`src/design/lsf_pkg.sv`:
```
package lsf_pkg;

    // channel layout of the measurement carrier
    localparam int LSF_NUM_CHAN    = 10;
    localparam int LSF_RES_W       = 10;
    localparam int LSF_LIM_W       = 8;
    localparam int LSF_REG_W       = 8;
    localparam int LSF_ADDR_W      = 8;
    localparam int LSF_MSB_LO      = 2;

    localparam int LSF_CH_INT_TEMP = 0;
    localparam int LSF_CH_EXT_ANALOG_INPUT_ONE = 1;
    localparam int LSF_CH_ANALOG_INPUT_TWO     = 2;
    localparam int LSF_CH_ANALOG_INPUT_FIVE     = 5;
    localparam int LSF_CH_VDD      = 9;
    localparam int LSF_NUM_AIN_S1  = 3;
    localparam int LSF_NUM_AIN_S2  = 4;

    // register offsets
    localparam logic [7:0] LSF_OFF_STATUS_FIRST  = 8'h00;
    localparam logic [7:0] LSF_OFF_STATUS_SECOND = 8'h01;
    localparam logic [7:0] LSF_OFF_LOW_BITS      = 8'h03;
    localparam logic [7:0] LSF_OFF_CONFIG        = 8'h18;

    // first status register fields
    localparam int LSF_S1_INT_HIGH = 0;
    localparam int LSF_S1_INT_LOW  = 1;
    localparam int LSF_S1_EXT_HIGH = 2;
    localparam int LSF_S1_EXT_LOW  = 3;
    localparam int LSF_S1_FAULT    = 4;
    localparam int LSF_S1_ANALOG_INPUT_TWO     = 5;

    // second status register fields
    localparam int LSF_S2_ANALOG_INPUT_FIVE     = 0;
    localparam int LSF_S2_VDD      = 4;
    localparam int LSF_S2_RSV_LO   = 5;

    // low-bits register fields
    localparam int LSF_LB_TEMP_LO  = 0;
    localparam int LSF_LB_SUPPLY_LO = 2;
    localparam int LSF_LB_PAIR_W   = 2;

    // configuration register fields
    localparam int LSF_MODE_LSB    = 1;
    localparam int LSF_MODE_W      = 2;
    localparam int LSF_SOFT_RST_BIT = 7;
    localparam logic [1:0] LSF_MODE_EXT_TEMP = 2'h0;

    localparam logic [7:0] LSF_CONFIG_RESET = 8'h00;
    localparam logic [7:0] LSF_FLAGS_RESET  = 8'h00;
    localparam logic [7:0] LSF_RDATA_IDLE   = 8'h00;

    typedef struct packed {
        logic [LSF_NUM_CHAN-1:0][LSF_RES_W-1:0] value;
    } lsf_meas_type;

    typedef struct packed {
        logic [LSF_NUM_CHAN-1:0][LSF_LIM_W-1:0] high;
        logic [LSF_NUM_CHAN-1:0][LSF_LIM_W-1:0] low;
    } lsf_limit_type;

endpackage

```
`src/design/lsf_status_top.sv`:
```
// Functional notes
// - status-1 D0 set when internal temperature above its high limit
// - status-1 D1 set when internal temperature at or below low limit
// - external sensor mode: status-1 D2 set when external above high
// - analog mode: status-1 D2 flags analog input one out of window
// - status-1 D3 set when external temperature at or below low limit
// - status-1 D4 set on external sensor open or short fault
// - status-1 D5..D7 flag analog inputs two to four out of window
// - status-2 D0..D3 flag analog inputs five to eight out of window
// - status-2 D4 flags supply out of window; D5..D7 reserved
// - any set status flag drives the interrupt output active
// - status read clears only flags whose condition has gone
// - software reset clears only status flags whose condition has gone
// - temperature and supply are 10-bit; low-bits register holds two LSBs
// - low-bits D1:D0 temperature bits, D3:D2 supply bits
// - configuration bits 2:1 choose external sensor or analog input one
`timescale 1ns/100ps
`default_nettype none

module lsf_status_top (
    input  wire logic                     CLOCK_I,
    input  wire logic                     RST_N_I,
    input  wire logic [7:0]               ADDR_I,
    input  wire logic [7:0]               WDATA_I,
    input  wire logic                     WR_I,
    input  wire logic                     RD_I,
    input  wire lsf_pkg::lsf_meas_type    MEAS_I,
    input  wire lsf_pkg::lsf_limit_type   LIMIT_I,
    input  wire logic                     EXT_FAULT_I,
    output logic [7:0]                    RDATA_O,
    output logic                          INT_O
);

    ////////////////////////////////////////////////////////////////////////
    // decode

    function automatic logic addr_hit(input logic [7:0] addr,
                                      input logic [7:0] off);
        addr_hit = (addr == off);
    endfunction

    logic [7:0]                        config_r;
    logic [7:0]                        flag1_r;
    logic [7:0]                        flag2_r;
    logic [7:0]                        flag1_nxt;
    logic [7:0]                        flag2_nxt;
    logic [7:0]                        cond1;
    logic [7:0]                        cond2;
    logic [7:0]                        low_bits;
    logic [7:0]                        rdata_r;
    logic [7:0]                        rdata_nxt;
    logic                              int_r;
    logic                              fault_meta_r;
    logic                              fault_sync_r;
    logic                              ext_mode;
    logic                              rd_first;
    logic                              rd_second;
    logic                              wr_config;
    logic                              soft_reset;
    logic [lsf_pkg::LSF_NUM_CHAN-1:0]  above;
    logic [lsf_pkg::LSF_NUM_CHAN-1:0]  at_low;
    logic [lsf_pkg::LSF_NUM_CHAN-1:0]  chan_signed;

    assign rd_first   = RD_I && addr_hit(ADDR_I, lsf_pkg::LSF_OFF_STATUS_FIRST);
    assign rd_second  = RD_I && addr_hit(ADDR_I, lsf_pkg::LSF_OFF_STATUS_SECOND);
    assign wr_config  = WR_I && addr_hit(ADDR_I, lsf_pkg::LSF_OFF_CONFIG);
    assign soft_reset = wr_config && WDATA_I[lsf_pkg::LSF_SOFT_RST_BIT];
    assign ext_mode   = (config_r[lsf_pkg::LSF_MODE_LSB +: lsf_pkg::LSF_MODE_W]
                         == lsf_pkg::LSF_MODE_EXT_TEMP);

    ////////////////////////////////////////////////////////////////////////
    // configuration: mode field only; soft reset bit is a strobe

    always_ff @(posedge CLOCK_I or negedge RST_N_I) begin
        if (!RST_N_I) begin
            config_r <= lsf_pkg::LSF_CONFIG_RESET;
        end else if (wr_config) begin
            config_r <= lsf_pkg::LSF_CONFIG_RESET;
            config_r[lsf_pkg::LSF_MODE_LSB +: lsf_pkg::LSF_MODE_W] <=
                WDATA_I[lsf_pkg::LSF_MODE_LSB +: lsf_pkg::LSF_MODE_W];
        end
    end

    ////////////////////////////////////////////////////////////////////////
    // fault pin synchroniser

    always_ff @(posedge CLOCK_I or negedge RST_N_I) begin
        if (!RST_N_I) begin
            fault_meta_r <= 1'b0;
            fault_sync_r <= 1'b0;
        end else begin
            fault_meta_r <= EXT_FAULT_I;
            fault_sync_r <= fault_meta_r;
        end
    end

    ////////////////////////////////////////////////////////////////////////
    // limit comparators, temperatures are twos complement

    genvar g;
    generate
        for (g = 0; g < lsf_pkg::LSF_NUM_CHAN; g++) begin : g_cmp
            assign chan_signed[g] = (g == lsf_pkg::LSF_CH_INT_TEMP) ||
                                    ((g == lsf_pkg::LSF_CH_EXT_ANALOG_INPUT_ONE) &&
                                     ext_mode);
            lsf_limit_cmp u_cmp (
                .value_i       (MEAS_I.value[g]),
                .high_i        (LIMIT_I.high[g]),
                .low_i         (LIMIT_I.low[g]),
                .signed_i      (chan_signed[g]),
                .above_o       (above[g]),
                .at_or_below_o (at_low[g])
            );
        end
    endgenerate

    always_comb begin
        cond1 = lsf_pkg::LSF_FLAGS_RESET;
        cond2 = lsf_pkg::LSF_FLAGS_RESET;
        cond1[lsf_pkg::LSF_S1_INT_HIGH] =
            above[lsf_pkg::LSF_CH_INT_TEMP];
        cond1[lsf_pkg::LSF_S1_INT_LOW] =
            at_low[lsf_pkg::LSF_CH_INT_TEMP];
        if (ext_mode) begin
            cond1[lsf_pkg::LSF_S1_EXT_HIGH] =
                above[lsf_pkg::LSF_CH_EXT_ANALOG_INPUT_ONE];
            cond1[lsf_pkg::LSF_S1_EXT_LOW] =
                at_low[lsf_pkg::LSF_CH_EXT_ANALOG_INPUT_ONE];
            cond1[lsf_pkg::LSF_S1_FAULT] = fault_sync_r;
        end else begin
            // analog pin pair: one window flag, no low or fault bit
            cond1[lsf_pkg::LSF_S1_EXT_HIGH] =
                above[lsf_pkg::LSF_CH_EXT_ANALOG_INPUT_ONE] ||
                at_low[lsf_pkg::LSF_CH_EXT_ANALOG_INPUT_ONE];
        end
        for (int k = 0; k < lsf_pkg::LSF_NUM_AIN_S1; k++) begin
            cond1[lsf_pkg::LSF_S1_ANALOG_INPUT_TWO + k] =
                above[lsf_pkg::LSF_CH_ANALOG_INPUT_TWO + k] ||
                at_low[lsf_pkg::LSF_CH_ANALOG_INPUT_TWO + k];
        end
        for (int k = 0; k < lsf_pkg::LSF_NUM_AIN_S2; k++) begin
            cond2[lsf_pkg::LSF_S2_ANALOG_INPUT_FIVE + k] =
                above[lsf_pkg::LSF_CH_ANALOG_INPUT_FIVE + k] ||
                at_low[lsf_pkg::LSF_CH_ANALOG_INPUT_FIVE + k];
        end
        cond2[lsf_pkg::LSF_S2_VDD] = above[lsf_pkg::LSF_CH_VDD] ||
                                     at_low[lsf_pkg::LSF_CH_VDD];
    end

    ////////////////////////////////////////////////////////////////////////
    // sticky flags: a present condition always wins over a clear

    always_comb begin
        flag1_nxt = flag1_r | cond1;
        flag2_nxt = flag2_r | cond2;
        if (rd_first || soft_reset) begin
            flag1_nxt = cond1;
        end
        if (rd_second || soft_reset) begin
            flag2_nxt = cond2;
        end
    end

    always_ff @(posedge CLOCK_I or negedge RST_N_I) begin
        if (!RST_N_I) begin
            flag1_r <= lsf_pkg::LSF_FLAGS_RESET;
            flag2_r <= lsf_pkg::LSF_FLAGS_RESET;
        end else begin
            flag1_r <= flag1_nxt;
            flag2_r <= flag2_nxt;
        end
    end

    always_ff @(posedge CLOCK_I or negedge RST_N_I) begin
        if (!RST_N_I) begin
            int_r <= 1'b0;
        end else begin
            int_r <= (|flag1_r) || (|flag2_r);
        end
    end

    ////////////////////////////////////////////////////////////////////////
    // read port; data stands only in the cycle after the strobe

    always_comb begin
        low_bits = lsf_pkg::LSF_FLAGS_RESET;
        low_bits[lsf_pkg::LSF_LB_TEMP_LO +: lsf_pkg::LSF_LB_PAIR_W] =
            MEAS_I.value[lsf_pkg::LSF_CH_INT_TEMP]
                        [lsf_pkg::LSF_LB_PAIR_W-1:0];
        low_bits[lsf_pkg::LSF_LB_SUPPLY_LO +: lsf_pkg::LSF_LB_PAIR_W] =
            MEAS_I.value[lsf_pkg::LSF_CH_VDD]
                        [lsf_pkg::LSF_LB_PAIR_W-1:0];
    end

    always_comb begin
        rdata_nxt = lsf_pkg::LSF_RDATA_IDLE;
        if (RD_I) begin
            if (addr_hit(ADDR_I, lsf_pkg::LSF_OFF_STATUS_FIRST)) begin
                rdata_nxt = flag1_r;
            end else if (addr_hit(ADDR_I,
                                  lsf_pkg::LSF_OFF_STATUS_SECOND)) begin
                rdata_nxt = flag2_r;
            end else if (addr_hit(ADDR_I, lsf_pkg::LSF_OFF_LOW_BITS)) begin
                rdata_nxt = low_bits;
            end else if (addr_hit(ADDR_I, lsf_pkg::LSF_OFF_CONFIG)) begin
                rdata_nxt = config_r;
            end
        end
    end

    always_ff @(posedge CLOCK_I or negedge RST_N_I) begin
        if (!RST_N_I) begin
            rdata_r <= lsf_pkg::LSF_RDATA_IDLE;
        end else begin
            rdata_r <= rdata_nxt;
        end
    end

    assign RDATA_O = rdata_r;
    assign INT_O   = int_r;
endmodule // lsf_status_top

`default_nettype wire

```
`src/design/lsf_limit_cmp.sv`:
```
`timescale 1ns/100ps
`default_nettype none

module lsf_limit_cmp (
    input  wire logic [lsf_pkg::LSF_RES_W-1:0] value_i,
    input  wire logic [lsf_pkg::LSF_LIM_W-1:0] high_i,
    input  wire logic [lsf_pkg::LSF_LIM_W-1:0] low_i,
    input  wire logic                          signed_i,
    output logic                               above_o,
    output logic                               at_or_below_o
);

    logic [lsf_pkg::LSF_LIM_W-1:0] msb_part;

    // limits are 8 bits wide, so only the upper 8 bits of the result count
    assign msb_part = value_i[lsf_pkg::LSF_RES_W-1:lsf_pkg::LSF_MSB_LO];

    always_comb begin
        if (signed_i) begin
            above_o       = $signed(msb_part) > $signed(high_i);
            at_or_below_o = $signed(msb_part) <= $signed(low_i);
        end else begin
            above_o       = msb_part > high_i;
            at_or_below_o = msb_part <= low_i;
        end
    end

endmodule // lsf_limit_cmp

`default_nettype wire

```
`config.mk`:
```
export PLATFORM = sky130hd
export DESIGN_NAME = lsf_status_top
export DESIGN_NICKNAME = d
export VERILOG_FILES = /design/src/design/lsf_pkg.sv /design/src/design/lsf_status_top.sv /design/src/design/lsf_limit_cmp.sv
export SDC_FILE = /design/constraint.sdc
export NUM_CORES = 1
export LEC_CHECK = 0
export ABC_AREA = 1
export BUFFER_PORTS_ARGS = -buffer_cell sky130_fd_sc_hd__buf_4
export CAP_MARGIN = 20
export CORE_MARGIN = 3
export CORE_UTILIZATION = 35
export DETAILED_ROUTE_END_ITERATION = 8
export PLACE_DENSITY = 0.73
export SYNTH_ARGS = -nofsm -noshare
export SYNTH_HDL_FRONTEND = slang
export SYNTH_SLANG_ARGS = --single-unit
```
`constraint.sdc`:
```
create_clock -name CLOCK_I -period 3.3 [get_ports CLOCK_I]
set_input_delay 0.165 -clock CLOCK_I [delete_from_list [all_inputs] [get_ports CLOCK_I]]
set_output_delay 0.165 -clock CLOCK_I [all_outputs]
set_load 0.02 [all_outputs]
```
==> summary.txt <==
Route
  – Vias: 5602
  – Initial DRC Count: 112
  – DRC: 0
  – Wirelength per Cell: ~12 um
  – Total iterations of the first detailed-routing run: 5
  – Routed Antenna Nets: 0
  – Post-Route WL: 14.6 mm
  – Routed vias/inst: around 4.5

Floorplan
  – Initial Util: 36.0%
  – Die area: 16500 sq um
  – Die height: 128 um
  – I/O pins: 290
  – Die width: 128 um
  – Core area: 14600 sq um
  – Row cnt: 44

Logic synthesis
  – Count of flip-flops with a built-in enable after synthesis: 0
  – Mapped Area: 5250 sq um
  – Synthesized flop and latch total: 26
  – Top_reg_cell synth: dfrtp_1
  – Synth Instances: between 700 and 800
  – Netlist cell types: 25
  – YS warnings: 0
  – Seq/Total Area, Yosys: 12.4%
  – Mean post-synth cell area: roughly 6.7 sq um
  – Synth async-reset ratio: 100%
  – Mapped Nets: 1223

Timing
  – Layout Skew: ~0.0038 ns
  – Max Clk Rate: 730 MHz
  – Worst Setup Slack, final: approximately 1.9 ns
  – Final Hold Vio Count: 0
  – Endpoints failing setup: 0
  – Final period util: 41.5%
  – Count of pins over their slew limit: 0
  – Worst relative slew slack: 77.6%
  – Final min period: 1.37 ns
  – Unrepaired setup endpoints after global routing: false
  – Worst slew pin tran: 0.336 ns
  – Sum Neg Setup Slack: 0 ns
  – Min Hold Slack: 0.130 ns

Place
  – Post-DP HPWL: 13.5 mm
  – Placer congestion estimate: 0.848
  – IO buf count: approximately 270
  – Setup Slack @ Placement: 1.73 ns

Setup path
  – CP Cell Sequence: nor2_1 > inv_1 > or2_2 > inv_1 > nand2_1 > nand3_1 > nand3_1
  – Crit Path Max Fanout: 3
  – Worst path top cell family by delay: simple AND/OR/NAND/NOR gates
  – Worst path slowest cell: dfrtp_1
  – CP max stage delay: ~0.41 ns
  – Worst Path Arrival: between 1.5 and 2 ns
  – Endpoint class of the critical path: flip-flop
  – CP Launch Type: flip-flop
  – Worst path required time: 3.45 ns
  – Critical path buffers and inverters: 2
  – Worst setup path category: flip-flop to flip-flop

Global routing
  – Pin count of the biggest net entering global routing: 27
  – First-pass GRT wire length: 23.3 mm
  – Total gr overflow: 0
  – Tot GR Track Use: between 10% and 20%
  – Number of global-route vias before repair: 5500
  – Initial antenna violation count: 0

Clocking
  – Clock Tree Root: clkbuf_16
  – Clk slew on worst S/H paths: 0.07 ns
  – Clk_lat worst skew: 0.26 ns
  – # H-tree levels: 1
  – Maximum root-to-sink buffer count: 2
  – Post-CTS Setup Bufs: 0
  – CTS tree: yes
  – Post-CTS Resized: 0
  – CTS buffer count: 3
  – Sink Count: 26

Min path
  – Hold crit path type: input port to flip-flop

Cells and area
  – Fin util: 52.1%
  – Antenna cell count: 0
  – Final nets: roughly 1500
  – Synthesis-to-layout area growth: 44.9%
  – Share of layout cells above drive strength 1: 26.8%

Outcome
  – Outcome: complete, no violations

Job
  – Max-cap violation count: 0

Pwr
  – Worst IR Drop VDD: 0.000188 V
  – Cell Pwr Density: 185 nW/um^2
  – Leak pwr: 0.00480 uW
## sequential cells by signal (all words and copies together) (netlist names)
| register | cells |
|---|---|
| flag1_r | 8 |
| fault_meta_r | 1 |
| config_r | 2 |
| RDATA_O | 8 |
| flag2_r | 5 |
| INT_O | 1 |
| fault_sync_r | 1 |
## synthesized netlist by cell type (3+ instances only)
master	number	area share (%)
nand3_1	36	3.4
nand2_1	143	10
nand4_1	16	1.9
a21oi_1	74	7.1
dfrtp_1	26	12
o21a_1	9	1.3
inv_1	212	15
nor3_1	17	1.6
ha_1	160	38
nor2_1	41	2.9
nor2_2	3	0.36
nor4_1	3	0.36
o21ai_0	29	2.8
## metrics by stage
stage / power [uW] / cells / instance area [sq um]
floorplan: 706 / 782 / 5250
global placement: 1040 / 1233 / 7480
detailed placement: 1060 / 1233 / 7480
CTS: 1420 / 1238 / 7600
global route: 1550 / 1239 / 7610
finish: 1410 / 1239 / 7610
## cell usage in the layout (no fill, tap or decap), types with 2 or more instances in the layout
master / netlist / layout
clkbuf_16: 0 / 3
nor2_2: 3 / 3
ha_1: 160 / 160
nor3_1: 17 / 17
inv_1: 212 / 212
o21a_1: 9 / 9
a21oi_1: 74 / 74
nand2_1: 143 / 143
nor4_1: 3 / 3
dlygate4sd3_1: 0 / 2
nand3_1: 36 / 36
nand4_1: 16 / 16
buf_4: 0 / 268
dfrtp_1: 26 / 26
mux2_4: 2 / 2
o21ai_0: 29 / 29
nor2_1: 41 / 41
## path summary, 6_finish.rpt
kind                                         start                      end  slack [ns]  cells past startpoint
min                                     WDATA_I[2]  config_r[2]$_DFFE_PN0P_        0.13                      2
max reg2reg                config_r[2]$_DFFE_PN0P_     flag1_r[2]$_DFF_PN0_        1.93                      7
max in group asynchronous                  RST_N_I     RDATA_O[3]$_DFF_PN0_        2.67                      2
max                        config_r[2]$_DFFE_PN0P_     flag1_r[2]$_DFF_PN0_        1.93                      7
min in group asynchronous                  RST_N_I     flag1_r[5]$_DFF_PN0_        0.38                      2
min reg2reg                 fault_meta_r$_DFF_PN0_   fault_sync_r$_DFF_PN0_        0.35                      0
## worst register-to-register path: stages, from the launching register on
cell	delay (ns)
dfrtp_1	0.41
nor2_1	0.21
inv_1	0.11
or2_2	0.29
inv_1	0.06
nand2_1	0.04
nand3_1	0.06
nand3_1	0.07
## area by class of cell
class                   count  area, sq um
multi-input cells         542         3790
well taps                 184          230
fillers                  1466         6980
repair buffers            270         2030
clock buffers               3         75.1
flip-flops and latches     26          651
clock inverters             1         30.0
inverters                 213          800
## cells by family after synthesis
| kind of cell | count (synthesis) | share of synthesized area, % |
|---|---|---|
| muxes | 2 | 0.572 |
| adders and majority gates | 160 | 38.1 |
| and+or+nand+nor | 264 | 21.8 |
| AOI/OAI and AO/OA | 116 | 11.7 |
| DFF | 26 | 12.4 |
| buffers and inverters | 214 | 15.4 |
## report_power, final
part           switching [uW]  internal, uW  total (uW)
logic                     328           398         726
clock network             114           241         355
registers                1.92           322         324
total                     444           961        1410
## metal layers
| layer | GRT usage, % | wire length (um) | vias to the layer above | share of wire, % |
|---|---|---|---|---|
| met5 | 0 | 0 | - | 0 |
| met4 | 3.87 | 269 | 0 | 1.8 |
| li1 | - | - | 3063 | - |
| met1 | 19.0 | 5670 | 2363 | 39 |
| met3 | 4.61 | 1270 | 16 | 8.7 |
| met2 | 31.7 | 7380 | 160 | 51 |
## what timing repair did
item                       CTS  global route
hold buffers                 1             1
setup endpoints to repair    0             0
hold endpoints to repair    26             1
No activity file was read; power rests on OpenSTA's default activity.
